$ cat config.mk
export PLATFORM = sky130hd
export DESIGN_NAME = rts_top
export DESIGN_NICKNAME = d
export VERILOG_FILES = /design/src/include/rts_pkg.sv /design/src/include/rts_strap_if.sv /design/src/logic/rts_strap_capture.sv /design/src/logic/rts_top.sv
export SDC_FILE = /design/constraint.sdc
export NUM_CORES = 1
export LEC_CHECK = 0
export ABC_AREA = 1
export ABC_CLOCK_PERIOD_IN_PS = 1700
export CAP_MARGIN = 30
export CORE_MARGIN = 2
export CORE_UTILIZATION = 57
export DETAILED_ROUTE_END_ITERATION = 7
export DONT_BUFFER_PORTS = 1
export PLACE_DENSITY = 0.72
export SETUP_SLACK_MARGIN = 0.05
export SYNTH_ARGS = -nofsm -noshare
export SYNTH_HDL_FRONTEND = slang
export SYNTH_SLANG_ARGS = --single-unit
$ cat constraint.sdc
create_clock -name clk -period 1.7 [get_ports clk]
set_input_delay 0.17 -clock clk [delete_from_list [all_inputs] [get_ports clk]]
set_output_delay 0.17 -clock clk [all_outputs]
set_load 0.05 [all_outputs]
$ cat src/include/rts_pkg.sv
// constants and types shared by the reset and thermal sideband block
package rts_pkg;

    // ------------------------------------------------------------
    // widths
    // ------------------------------------------------------------
    localparam int SPEED_W = 3;
    localparam int STRAP_W = 18;
    localparam int ALERT_W = 2;

    // ------------------------------------------------------------
    // values after reset
    // ------------------------------------------------------------
    localparam logic [SPEED_W-1:0] SPEED_RST = 3'h0;
    localparam logic [STRAP_W-1:0] STRAP_RST = 18'h00000;
    localparam logic               GFX_N_RST = 1'h1;
    localparam logic               THR_RST   = 1'h0;
    localparam logic               TRIP_RST  = 1'h0;

    // ------------------------------------------------------------
    // timing: far side holds power good off for this long
    // ------------------------------------------------------------
    localparam int CLK_PERIOD_NS     = 50;
    localparam int POWER_STABLE_US   = 10;
    localparam int POWER_STABLE_CYC  = (POWER_STABLE_US * 1000 + CLK_PERIOD_NS - 1)
                                       / CLK_PERIOD_NS;

    // ------------------------------------------------------------
    // sequencer states
    // ------------------------------------------------------------
    typedef enum logic [1:0] {
        ST_STRAP = 2'b00,
        ST_WAIT  = 2'b01,
        ST_RUN   = 2'b10,
        ST_TRIP  = 2'b11
    } rts_state_t;

endpackage

$ cat src/include/rts_strap_if.sv
// carrier for captured strap values between capture unit and sequencer
`timescale 1ns/10ps
`default_nettype none
interface rts_strap_if;
    import rts_pkg::*;

    logic [SPEED_W-1:0] speed;
    logic [STRAP_W-1:0] straps;
    logic               valid;

    modport cap (
        output speed,
        output straps,
        output valid
    );
    modport use_side (
        input speed,
        input straps,
        input valid
    );
endinterface
`default_nettype wire

$ cat src/logic/rts_strap_capture.sv
// strap capture unit: samples strap pins once after reset release
`timescale 1ns/10ps
`default_nettype none
module rts_strap_capture (
    input  wire logic                   clk,
    input  wire logic                   system_reset_input_n,
    input  wire logic [rts_pkg::SPEED_W-1:0] host_bus_speed_select,
    input  wire logic [rts_pkg::STRAP_W-1:0] hw_strap_pins,
    rts_strap_if.cap                    strap
);
    import rts_pkg::*;

    // ------------------------------------------------------------
    // capture at the first edge after release
    // ------------------------------------------------------------
    // pins are not taken under reset itself: an async flop may only load constants
    logic capture;
    assign capture = ~strap.valid;

    always_ff @(posedge clk or negedge system_reset_input_n) begin
        if (!system_reset_input_n) begin
            strap.valid  <= 1'b0;
            strap.speed  <= SPEED_RST;
            strap.straps <= STRAP_RST;
        end else if (capture) begin
            strap.valid  <= 1'b1;
            strap.speed  <= host_bus_speed_select;
            strap.straps <= hw_strap_pins;
        end
    end
endmodule
`default_nettype wire

$ cat src/logic/rts_top.sv
// reset, power good, strap and thermal sideband sequencer
`timescale 1ns/10ps
`default_nettype none

// Summary of operation
// - system reset clears all logic asynchronously
// - bus speed select sampled at reset release
// - activity output follows graphics engine busy only in ST_RUN
// - shutdown output asserts at trip temperature
// - shutdown stops the core clock; the sequencer keeps running on clk
// - shutdown stays latched until system reset
// - reasserts after reset if still hot
// - temperature alert starts memory throttling only in ST_RUN
module rts_top (
    input  wire logic                   clk,
    input  wire logic                   system_reset_input_n,
    input  wire logic                   core_power_good,
    input  wire logic [rts_pkg::SPEED_W-1:0] host_bus_speed_select,
    input  wire logic [rts_pkg::STRAP_W-1:0] hw_strap_pins,
    input  wire logic                   graphics_engine_busy,
    input  wire logic                   junction_at_trip,
    input  wire logic [rts_pkg::ALERT_W-1:0] external_temp_alert_n,
    output logic                        graphics_activity_n,
    output logic                        thermal_shutdown_out_n,
    output logic                        thermal_shutdown_oe,
    output logic                        core_clock_run,
    output logic                        core_ready,
    output logic                        memory_throttle,
    output logic [rts_pkg::SPEED_W-1:0] expected_bus_speed,
    output logic [rts_pkg::STRAP_W-1:0] hw_straps,
    output logic                        straps_valid
);
    import rts_pkg::*;

    // ------------------------------------------------------------
    // strap capture
    // ------------------------------------------------------------
    rts_strap_if strap ();

    rts_strap_capture u_cap (
        .clk                  (clk),
        .system_reset_input_n (system_reset_input_n),
        .host_bus_speed_select(host_bus_speed_select),
        .hw_strap_pins        (hw_strap_pins),
        .strap                (strap.cap)
    );

    assign expected_bus_speed = strap.speed;
    assign hw_straps          = strap.straps;
    assign straps_valid       = strap.valid;

    // ------------------------------------------------------------
    // sequencer
    // ------------------------------------------------------------
    rts_state_t state;
    rts_state_t next_state;
    logic       tripped;
    logic       next_tripped;
    logic       running;
    logic       any_alert;

    // low alert on any sensor line asks for throttling
    function automatic logic alert_active(input logic [ALERT_W-1:0] a_n);
        alert_active = ~&a_n;
    endfunction

    assign any_alert    = alert_active(external_temp_alert_n);
    assign next_tripped = tripped | junction_at_trip;
    assign running      = (state == ST_RUN);

    always_comb begin
        next_state = state;
        case (state)
            ST_STRAP: begin
                if (strap.valid) begin
                    next_state = ST_WAIT;
                end
            end
            ST_WAIT: begin
                // power good is trusted as already stable
                if (core_power_good) begin
                    next_state = ST_RUN;
                end
            end
            ST_RUN: begin
                if (!core_power_good) begin
                    next_state = ST_WAIT;
                end
            end
            ST_TRIP: begin
                next_state = ST_TRIP;
            end
            default: begin
                next_state = ST_STRAP;
            end
        endcase
        if (junction_at_trip) begin
            next_state = ST_TRIP;
        end
    end

    // async clear; a still-hot die trips again on the first edge after release
    always_ff @(posedge clk or negedge system_reset_input_n) begin
        if (!system_reset_input_n) begin
            state   <= ST_STRAP;
            tripped <= TRIP_RST;
        end else begin
            state   <= next_state;
            tripped <= next_tripped;
        end
    end

    // ------------------------------------------------------------
    // thermal shutdown pin and clock stop
    // ------------------------------------------------------------
    // open drain: only ever drives low
    assign thermal_shutdown_out_n = 1'b0;
    assign thermal_shutdown_oe    = tripped;
    assign core_clock_run         = ~tripped;
    assign core_ready             = running;

    // ------------------------------------------------------------
    // graphics activity and memory throttle
    // ------------------------------------------------------------
    // registers below run on clk but hold their value while core_clock_run is low: they freeze on a trip
    logic next_gfx_n;
    logic next_throttle;

    assign next_gfx_n    = !core_clock_run ? graphics_activity_n
                         : running         ? ~graphics_engine_busy
                         : GFX_N_RST;
    assign next_throttle = !core_clock_run ? memory_throttle
                         : running & any_alert;

    always_ff @(posedge clk or negedge system_reset_input_n) begin
        if (!system_reset_input_n) begin
            graphics_activity_n <= GFX_N_RST;
            memory_throttle     <= THR_RST;
        end else begin
            graphics_activity_n <= next_gfx_n;
            memory_throttle     <= next_throttle;
        end
    end
endmodule
`default_nettype wire

==> results of run 1 <==
[through the flow]
step	total power [W]	instances	instance area, um^2
2_1_floorplan	0.000986	76	1040
3_3_place_gp	0.000994	102	1080
3_5_place_dp	0.00100	102	1080
4_1_cts	0.00132	129	1340
5_1_grt	0.00138	131	1360
6_report	0.00132	131	1360
[state kept, by name, indices dropped and copies added, names as in the netlist]
signal               cells
u_cap.strap.straps      18
state                    2
thermal_shutdown_oe      1
memory_throttle          1
u_cap.strap.speed        3
graphics_activity_n      1
u_cap.strap.valid        1
[cell usage in the layout, fill, tap and decap left out, drive strengths merged]
master	n
a31oi	1
buf	5
clkbuf	3
clkinv	1
conb	2
dfrtp	26
dfstp	1
dlygate4sd3	24
inv	4
mux2	21
nand2	10
nand3	3
nor2	4
o21ai	1
[final cells by class]
type,instances,area share
Tap cell,25,0.0229
Multi-Input combinational cell,42,0.237
Sequential cell,27,0.496
Clock buffer,3,0.0165
Inverter,4,0.0110
Clock inverter,1,0.00367
Timing Repair Buffer,29,0.213
[synth_stat cells (all sizes together)]
cell   number
nand3       3
mux2       21
dfstp       1
dfrtp      26
o21ai       1
conb        2
buf         3
nor2        4
a31oi       1
inv         4
nand2      10
[kinds of logic after synthesis]
kind of cell / Yosys count
and+or+nand+nor: 17
muxes: 21
buffers and inverters: 7
AOI/OAI and AO/OA: 2
DFF: 27
other: 2
[path summary, 6_finish.rpt]
path,start,to,cells past startpoint
min in group asynchronous,system_reset_input_n,u_cap.strap.straps[11]$_DFFE_PN0N_,2
max in group asynchronous,system_reset_input_n,graphics_activity_n$_DFFE_PN1N_,2
hold reg to reg,graphics_activity_n$_DFFE_PN1N_,graphics_activity_n$_DFFE_PN1N_,2
setup reg to reg,u_cap.strap.valid$_DFF_PN0_,u_cap.strap.straps[12]$_DFFE_PN0N_,2
setup / recovery,thermal_shutdown_oe$_DFF_PN0_,core_clock_run,1
hold / removal,external_temp_alert_n[1],memory_throttle$_DFFE_PN0N_,3
[power breakdown]
| group | internal [W] | switching, W | leakage, nW |
|---|---|---|---|
| sequential | 0.000690 | 0.000217 | 0.302 |
| combinational | 0.0000890 | 0.0000545 | 0.286 |
| clock | 0.0000878 | 0.000180 | 0.0177 |
| total | 0.000867 | 0.000452 | 0.606 |
[layer usage]
metal | global-route usage | part of all wire
met5 | 0 | 0
met2 | 0.345 | 0.52
met3 | 0.0538 | 0.079
met1 | 0.234 | 0.39
met4 | 0.0889 | 0.0059
==> flow_metrics.py, run 1 <==
metrics = {
    "final_layout": {
        "seqCellArea_um2": 677,
        "fin_util": 0.790,
        "fin_nets": 135,
        "multiInputGateArea_um2": 323,
        "antenna_cells": 0,
        "drive_above_1_share": 0.292,
        "area_growth_pct": 30.5,
        "fillers": 113,
    },
    "timing": {
        "finalSetupViolCount": 0,
        "rsz0062_at_grt": "no",
        "finalSetupTns_ns": 0,
        "worst_pin_slew_ns": 0.553,
        "hold_viol": 0,
        "slew_headroom": 0.631,
        "maxSlewViolCount": 0,
        "fin_crit_ns": 1.27,
        "max_freq_mhz": 787,
        "worst_hold_slack_ns": 0.0303,
        "finalCritPeriodShare": 0.748,
        "skew_ns": 0.00780,
        "setup_ws_ns": 0.429,
    },
    "floorplan": {
        "core_area_um2": 1730,
        "fp.dieW_um": 46.8,
        "start_util": 0.605,
        "dieHeight_um": 46.8,
        "rows": 15,
        "io_pins": 56,
        "die_area_um2": 2190,
    },
    "grt": {
        "grt_max_degree": 28,
        "grt_pass1_wl_mm": 3.04,
        "grt_pass1_vias": 731,
        "grt_antenna_before_repair": 0,
        "track_usage": 0.200,
        "grt_overflow": 0,
    },
    "route": {
        "drt-total-wl_mm": 2.03,
        "vias": 680,
        "viasPerCell": 5.19,
        "routedWlPerCell_um": 15.5,
        "drt_pass1_iterations": 4,
        "drc_errors": 0,
        "drt_iter0_drc": 14,
        "ant_nets": 0,
    },
    "synthesis": {
        "synth_top_cells_by_area": "dfrtp_1 (62%), mux2_2 (23%), nand2_1 (3.6%), dfstp_2 (2.5%), buf_6 (2.2%)",
        "synthCells": 76,
        "synth_cell_types": 12,
        "synth.net_count": 104,
        "synth_seq_cells": 27,
        "synth_top_family_by_area": "multiplexers",
        "synthSimpleGateAreaFrac": 0.0647,
        "syn_area_per_cell_um2": 13.7,
        "synth_top_area_cell": "dfrtp_1",
        "yosys.area_share.adder": 0,
        "synth.area.mux_share": 0.226,
        "syn_area_um2": 1040,
        "synth_top_cell_area_share": 0.623,
        "ys_seq_area_frac": 0.648,
        "synth_compound_area_frac": 0.0108,
        "yosysWarnings": 0,
        "synth_xor_area_frac": 0,
    },
    "clocking": {
        "postCtsHoldBufs": 23,
        "path_clk_slew_ns": 0.14,
        "insertion_delay_ns": 0.31,
        "cts_inserted_buffers": 3,
        "cts.sinks": 27,
        "post_cts_buffers": 0,
        "clock-root-buffer": "clkbuf_4",
        "htree_levels": 1,
        "cts_tree": "built",
        "ctsResizeCount": 0,
        "cts_buffer_depth": 2,
    },
    "critical_path": {
        "path_class": "reg2out",
        "slowest_delay_ns": 0.40,
        "regToRegSetupSlack_ns": 0.52,
        "cp_slowest_cell": "dfrtp_1",
        "path_buf_inv": 1,
        "worstPathMaxFanout": 5,
        "crit_chain": "inv_1",
        "start_kind": "flip-flop",
        "worstPathRequired_ns": 1.53,
        "crit_family": "flip-flops",
        "crit_path_end_kind": "output pin",
        "cp.arrival_ns": 1.10,
    },
    "pwr": {
        "p_leak_nw": 0.606,
        "vdd.ir_drop.worst_mv": 0.686,
        "p_per_area_nw_per_um2": 967,
    },
    "min_path": {
        "hp-class": "in2reg",
    },
    "placement": {
        "pre_cts_ws_ns": 0.568,
        "portBuffers": 0,
        "gp_congestion": 0.619,
        "hpwl_mm": 1.17,
    },
    "job": {
        "cap_violations": 0,
    },
    "status": {
        "status": "finished clean",
    },
}
Power figures use the tool's default switching activity.
==> run 2, diff against run 1 <==
Settings changed: ABC_AREA 1 to 0, ABC_CLOCK_PERIOD_IN_PS 1700 to 1190.
Clock period 1.7 ns to 1.19 ns, I/O delays scaled along.
==> run 2 against run 1 <==
  * The flow now stops in clock tree synthesis (4_1_cts)
  * Synthesized cell count down 7.9%
  * Area after synthesis fell by 0.72%
==> flow_metrics.py, run 2 <==
metrics = {
    "placement": {
        "hpwl_mm": 1.39,
        "gp_congestion": 0.641,
        "portBuffers": 0,
    },
    "floorplan": {
        "rows": 15,
        "dieHeight_um": 46.7,
        "start_util": 0.601,
        "fp.dieW_um": 46.7,
        "io_pins": 56,
    },
    "clocking": {
        "cts_buffer_depth": 2,
        "clock-root-buffer": "clkbuf_4",
        "cts.sinks": 27,
        "post_cts_buffers": 8,
        "ctsResizeCount": 9,
        "cts_inserted_buffers": 3,
        "postCtsHoldBufs": 28,
        "htree_levels": 1,
    },
    "synthesis": {
        "synth_cell_types": 18,
        "synthFlopType": "dfrtp_1",
        "synth_seq_cells": 27,
        "yosys.cell_count.top_type": "dfrtp_1",
        "async_reset_ff_frac": 1.00,
        "synth_top_cell_area_share": 0.627,
        "syn_area_um2": 1040,
        "yosysWarnings": 0,
        "ys_seq_area_frac": 0.653,
        "syn_area_per_cell_um2": 14.8,
        "synth.net_count": 98,
        "synth_top_area_cell": "dfrtp_1",
        "synthCells": 70,
        "synth_edf_count": 0,
        "synth_common_cells": "dfrtp_1 (26), mux2_2 (21), nand2_1 (4)",
        "synth_top_cells_by_area": "dfrtp_1 (63%), mux2_2 (23%), dfstp_2 (2.5%), buf_6 (2.2%), nand2_1 (1.4%)",
    },
    "status": {
        "status": "aborted with a tool error",
        "lastStage": "clock tree synthesis (4_1_cts)",
        "firstError": "[ERROR DPL-0038] Utilization greater than 100%, impossible to legalize",
    },
}
[run 2: cell types whose count changed after synthesis]
cell,before,now
nand2_1,10,4
inv_1,4,1
a21oi_1,0,2
nand3_1,3,1
nor2_1,4,2
nand2b_1,0,1
nor2b_2,0,1
o21ai_1,0,1
o21bai_1,0,1
or2_2,0,1
[run 2: metrics by stage]
step | cells | instance area, um^2 | utilization | setup TNS [ns] | setup slack, ns
2_1_floorplan | 70 | 1080 | - | -0.0563 | -0.00788
3_3_place_gp | 121 | 1320 | 0.762 | 0 | 0.195
3_5_place_dp | 121 | 1320 | 0.762 | 0 | 0.175
[run 2: cell families after synthesis]
kind of cell | after synthesis | share of synthesized area
AO/OA/AOI/OAI | 6 | 0.0326
AND/OR/NAND/NOR | 10 | 0.0470
multiplexers | 21 | 0.228
other | 2 | 0.00724
flip-flops | 27 | 0.653
buffers and inverters | 4 | 0.0326
==> run 3, diff against run 2 <==
Settings changed: CORE_AREA set to 2 2 63 65, CORE_MARGIN 2 to not set, CORE_UTILIZATION 57 to not set, DIE_AREA set to 0 0 65 67, PLACE_DENSITY 0.72 to not set, PLACE_DENSITY_LB_ADDON set to 0.15, SETUP_SLACK_MARGIN 0.05 to not set.
==> run 3 against run 2 <==
  * The flow now finishes, with violations (setup timing)
  * Area after synthesis is the same
  * Synthesized cell count is the same
==> flow_metrics.py, run 3 <==
metrics = {
    "clocking": {
        "cts.sinks": 27,
        "cts_inserted_buffers": 3,
        "htree_levels": 1,
        "cts_buffer_depth": 2,
        "cts_tree": "built",
        "path_clk_slew_ns": 0.10,
        "insertion_delay_ns": 0.28,
        "clock-root-buffer": "clkbuf_8",
    },
    "final_layout": {
        "layout_common_cells": "buf_4 (26), dlygate4sd3_1 (24), dfrtp_1 (23), mux2_4 (15), mux2_2 (6)",
        "drive_above_1_share": 0.500,
        "antenna_cells": 0,
        "fin_nets": 155,
        "stdcell_count": 174,
        "top_register": "u_cap.strap.straps",
        "final_common_cell": "buf_4",
        "area_growth_pct": 65.5,
        "top_regs": "u_cap.strap.straps (18), u_cap.strap.speed (3), state (2)",
        "largest_reg_flops": 18,
    },
    "placement": {
        "portBuffers": 0,
        "dp.cells": 143,
        "gp_congestion": 0.597,
    },
    "grt": {
        "grt_pass1_vias": 777,
        "met3_usage": 0.0220,
        "grt_pass1_wl_mm": 3.66,
        "grt_use_met1": 0.128,
        "track_usage": 0.113,
        "grt_overflow": 0,
        "gr-max-usage-layer": "met2",
        "grt_max_degree": 28,
        "grt_antenna_before_repair": 0,
        "use_met2": 0.215,
    },
    "timing": {
        "max_freq_mhz": 830,
        "skew_ns": 0.0115,
        "rsz0062_at_grt": "yes",
        "setup_ws_ns": -0.0150,
        "finalSetupTns_ns": -0.0979,
        "finalSetupViolCount": 10,
        "hold_viol": 0,
        "finalCritPeriodShare": 1.01,
        "fin_crit_ns": 1.21,
        "maxSlewViolCount": 0,
    },
    "synthesis": {
        "synth_seq_cells": 27,
        "yosys.cell_count.top_type": "dfrtp_1",
        "synthCells": 70,
        "ys_seq_area_frac": 0.653,
        "yosysWarnings": 0,
        "syn_area_um2": 1040,
        "syn_area_per_cell_um2": 14.8,
        "synth_common_cells": "dfrtp_1 (26), mux2_2 (21), nand2_1 (4)",
        "synthFlopType": "dfrtp_1",
        "synth_top_cells_by_area": "dfrtp_1 (63%), mux2_2 (23%), dfstp_2 (2.5%), buf_6 (2.2%), nand2_1 (1.4%)",
        "async_reset_ff_frac": 1.00,
        "synth_top_area_cell": "dfrtp_1",
        "synth.net_count": 98,
        "synth_edf_count": 0,
        "synth_top_cell_area_share": 0.627,
        "synth_cell_types": 18,
    },
    "status": {
        "status": "complete, but fails checks",
        "violations": "setup timing",
    },
    "floorplan": {
        "rows": 22,
        "die_area_um2": 4360,
        "io_pins": 56,
        "core_area_um2": 3610,
        "dieHeight_um": 67,
        "start_util": 0.288,
        "fp.dieW_um": 65,
    },
    "critical_path": {
        "start_kind": "flip-flop",
        "worstPathRequired_ns": 1.35,
        "cp.arrival_ns": 1.37,
        "crit_path_end_kind": "flip-flop",
        "worstPathMaxFanout": 8,
        "path_class": "reg2reg",
    },
    "route": {
        "drt_iter0_drc": 32,
        "ant_nets": 0,
        "drc_errors": 0,
        "drt-total-wl_mm": 2.38,
        "vias": 738,
        "viasPerCell": 4.24,
        "routedWlPerCell_um": 13.7,
        "drt_pass1_iterations": 2,
    },
    "pwr": {
        "p_leak_nw": 0.792,
        "p_per_area_nw_per_um2": 1310,
        "vdd.ir_drop.worst_mv": 0.532,
    },
    "job": {
        "cap_violations": 0,
    },
    "min_path": {
        "hp-class": "in2reg",
    },
}
## run 3: cell counts after synthesis
No cell type changed its count.
## run 3: path summary, 6_finish.rpt
check / from / end / slack (ns) / cells past startpoint
worst max-delay path: u_cap.strap.valid$_DFF_PN0_ / u_cap.strap.straps[10]$_DFFE_PN0N_ / -0.02 / 2
worst min-delay path: core_power_good / state[1]$_DFFE_PN0P_ / 0.02 / 2
worst max register to register: u_cap.strap.valid$_DFF_PN0_ / u_cap.strap.straps[10]$_DFFE_PN0N_ / -0.02 / 2
worst min register to register: memory_throttle$_DFFE_PN0N_ / memory_throttle$_DFFE_PN0N_ / 0.49 / 2
max in group asynchronous: system_reset_input_n / graphics_activity_n$_DFFE_PN1N_ / 0.70 / 2
min in group asynchronous: system_reset_input_n / u_cap.strap.speed[0]$_DFFE_PN0N_ / 0.26 / 2
## run 3: kinds of logic (layout without fill, tap and decap cells)
logic type	after synthesis	in the layout	synth area share
AOI/OAI and AO/OA	6	6	0.0326
buffers and inverters	4	60	0.0326
DFF	27	27	0.653
muxes	21	21	0.228
other	2	2	0.00724
and+or+nand+nor	10	10	0.0470
## run 3: through the flow
step / hold slack, ns / util / instance area [um^2] / total power [W] / worst slack [ns]
floorplan: -0.177 / - / 1040 / 0.00144 / -0.00788
global placement: -0.176 / 0.359 / 1300 / 0.00158 / -0.0384
detailed placement: -0.176 / 0.359 / 1300 / 0.00159 / -0.0581
CTS: 0.0176 / 0.460 / 1660 / 0.00224 / -0.0257
global route: 0.0435 / 0.476 / 1720 / 0.00236 / -0.0356
finish: 0.0186 / 0.476 / 1720 / 0.00225 / -0.0150
## run 3: final cells by class
cell class | instances | area (um^2)
tap | 48 | 60.1
multi-input combinational | 39 | 388
clock inverter | 1 | 7.51
inverter | 1 | 7.51
timing repair buffer | 55 | 529
clock buffer | 3 | 41.3
fill | 331 | 1890
sequential | 27 | 683
## run 3: worst max-delay path: stages, from the launching register on
cell	delay (ns)
dfrtp_4	0.61
buf_12	0.20
mux2_4	0.29
## run 3: routing by layer
layer  part of all wire  routed length, um
met5                  0                  0
met4             0.0059                 14
met3              0.065                155
met2               0.52               1230
met1               0.41                981
## run 3: power by group
part	switching (W)	internal, W
logic	0.000390	0.000274
clock network	0.000301	0.000238
registers	0.0000531	0.000997
## run 3: what timing repair did
item | CTS | global route
setup buffers | 0 | 1
endpoints found under the setup margin | 22 | 20
hold endpoints to repair | 52 | 0
gates resized for setup | 9 | 13
hold buffers | 25 | 0
gates cloned | 1 | 0
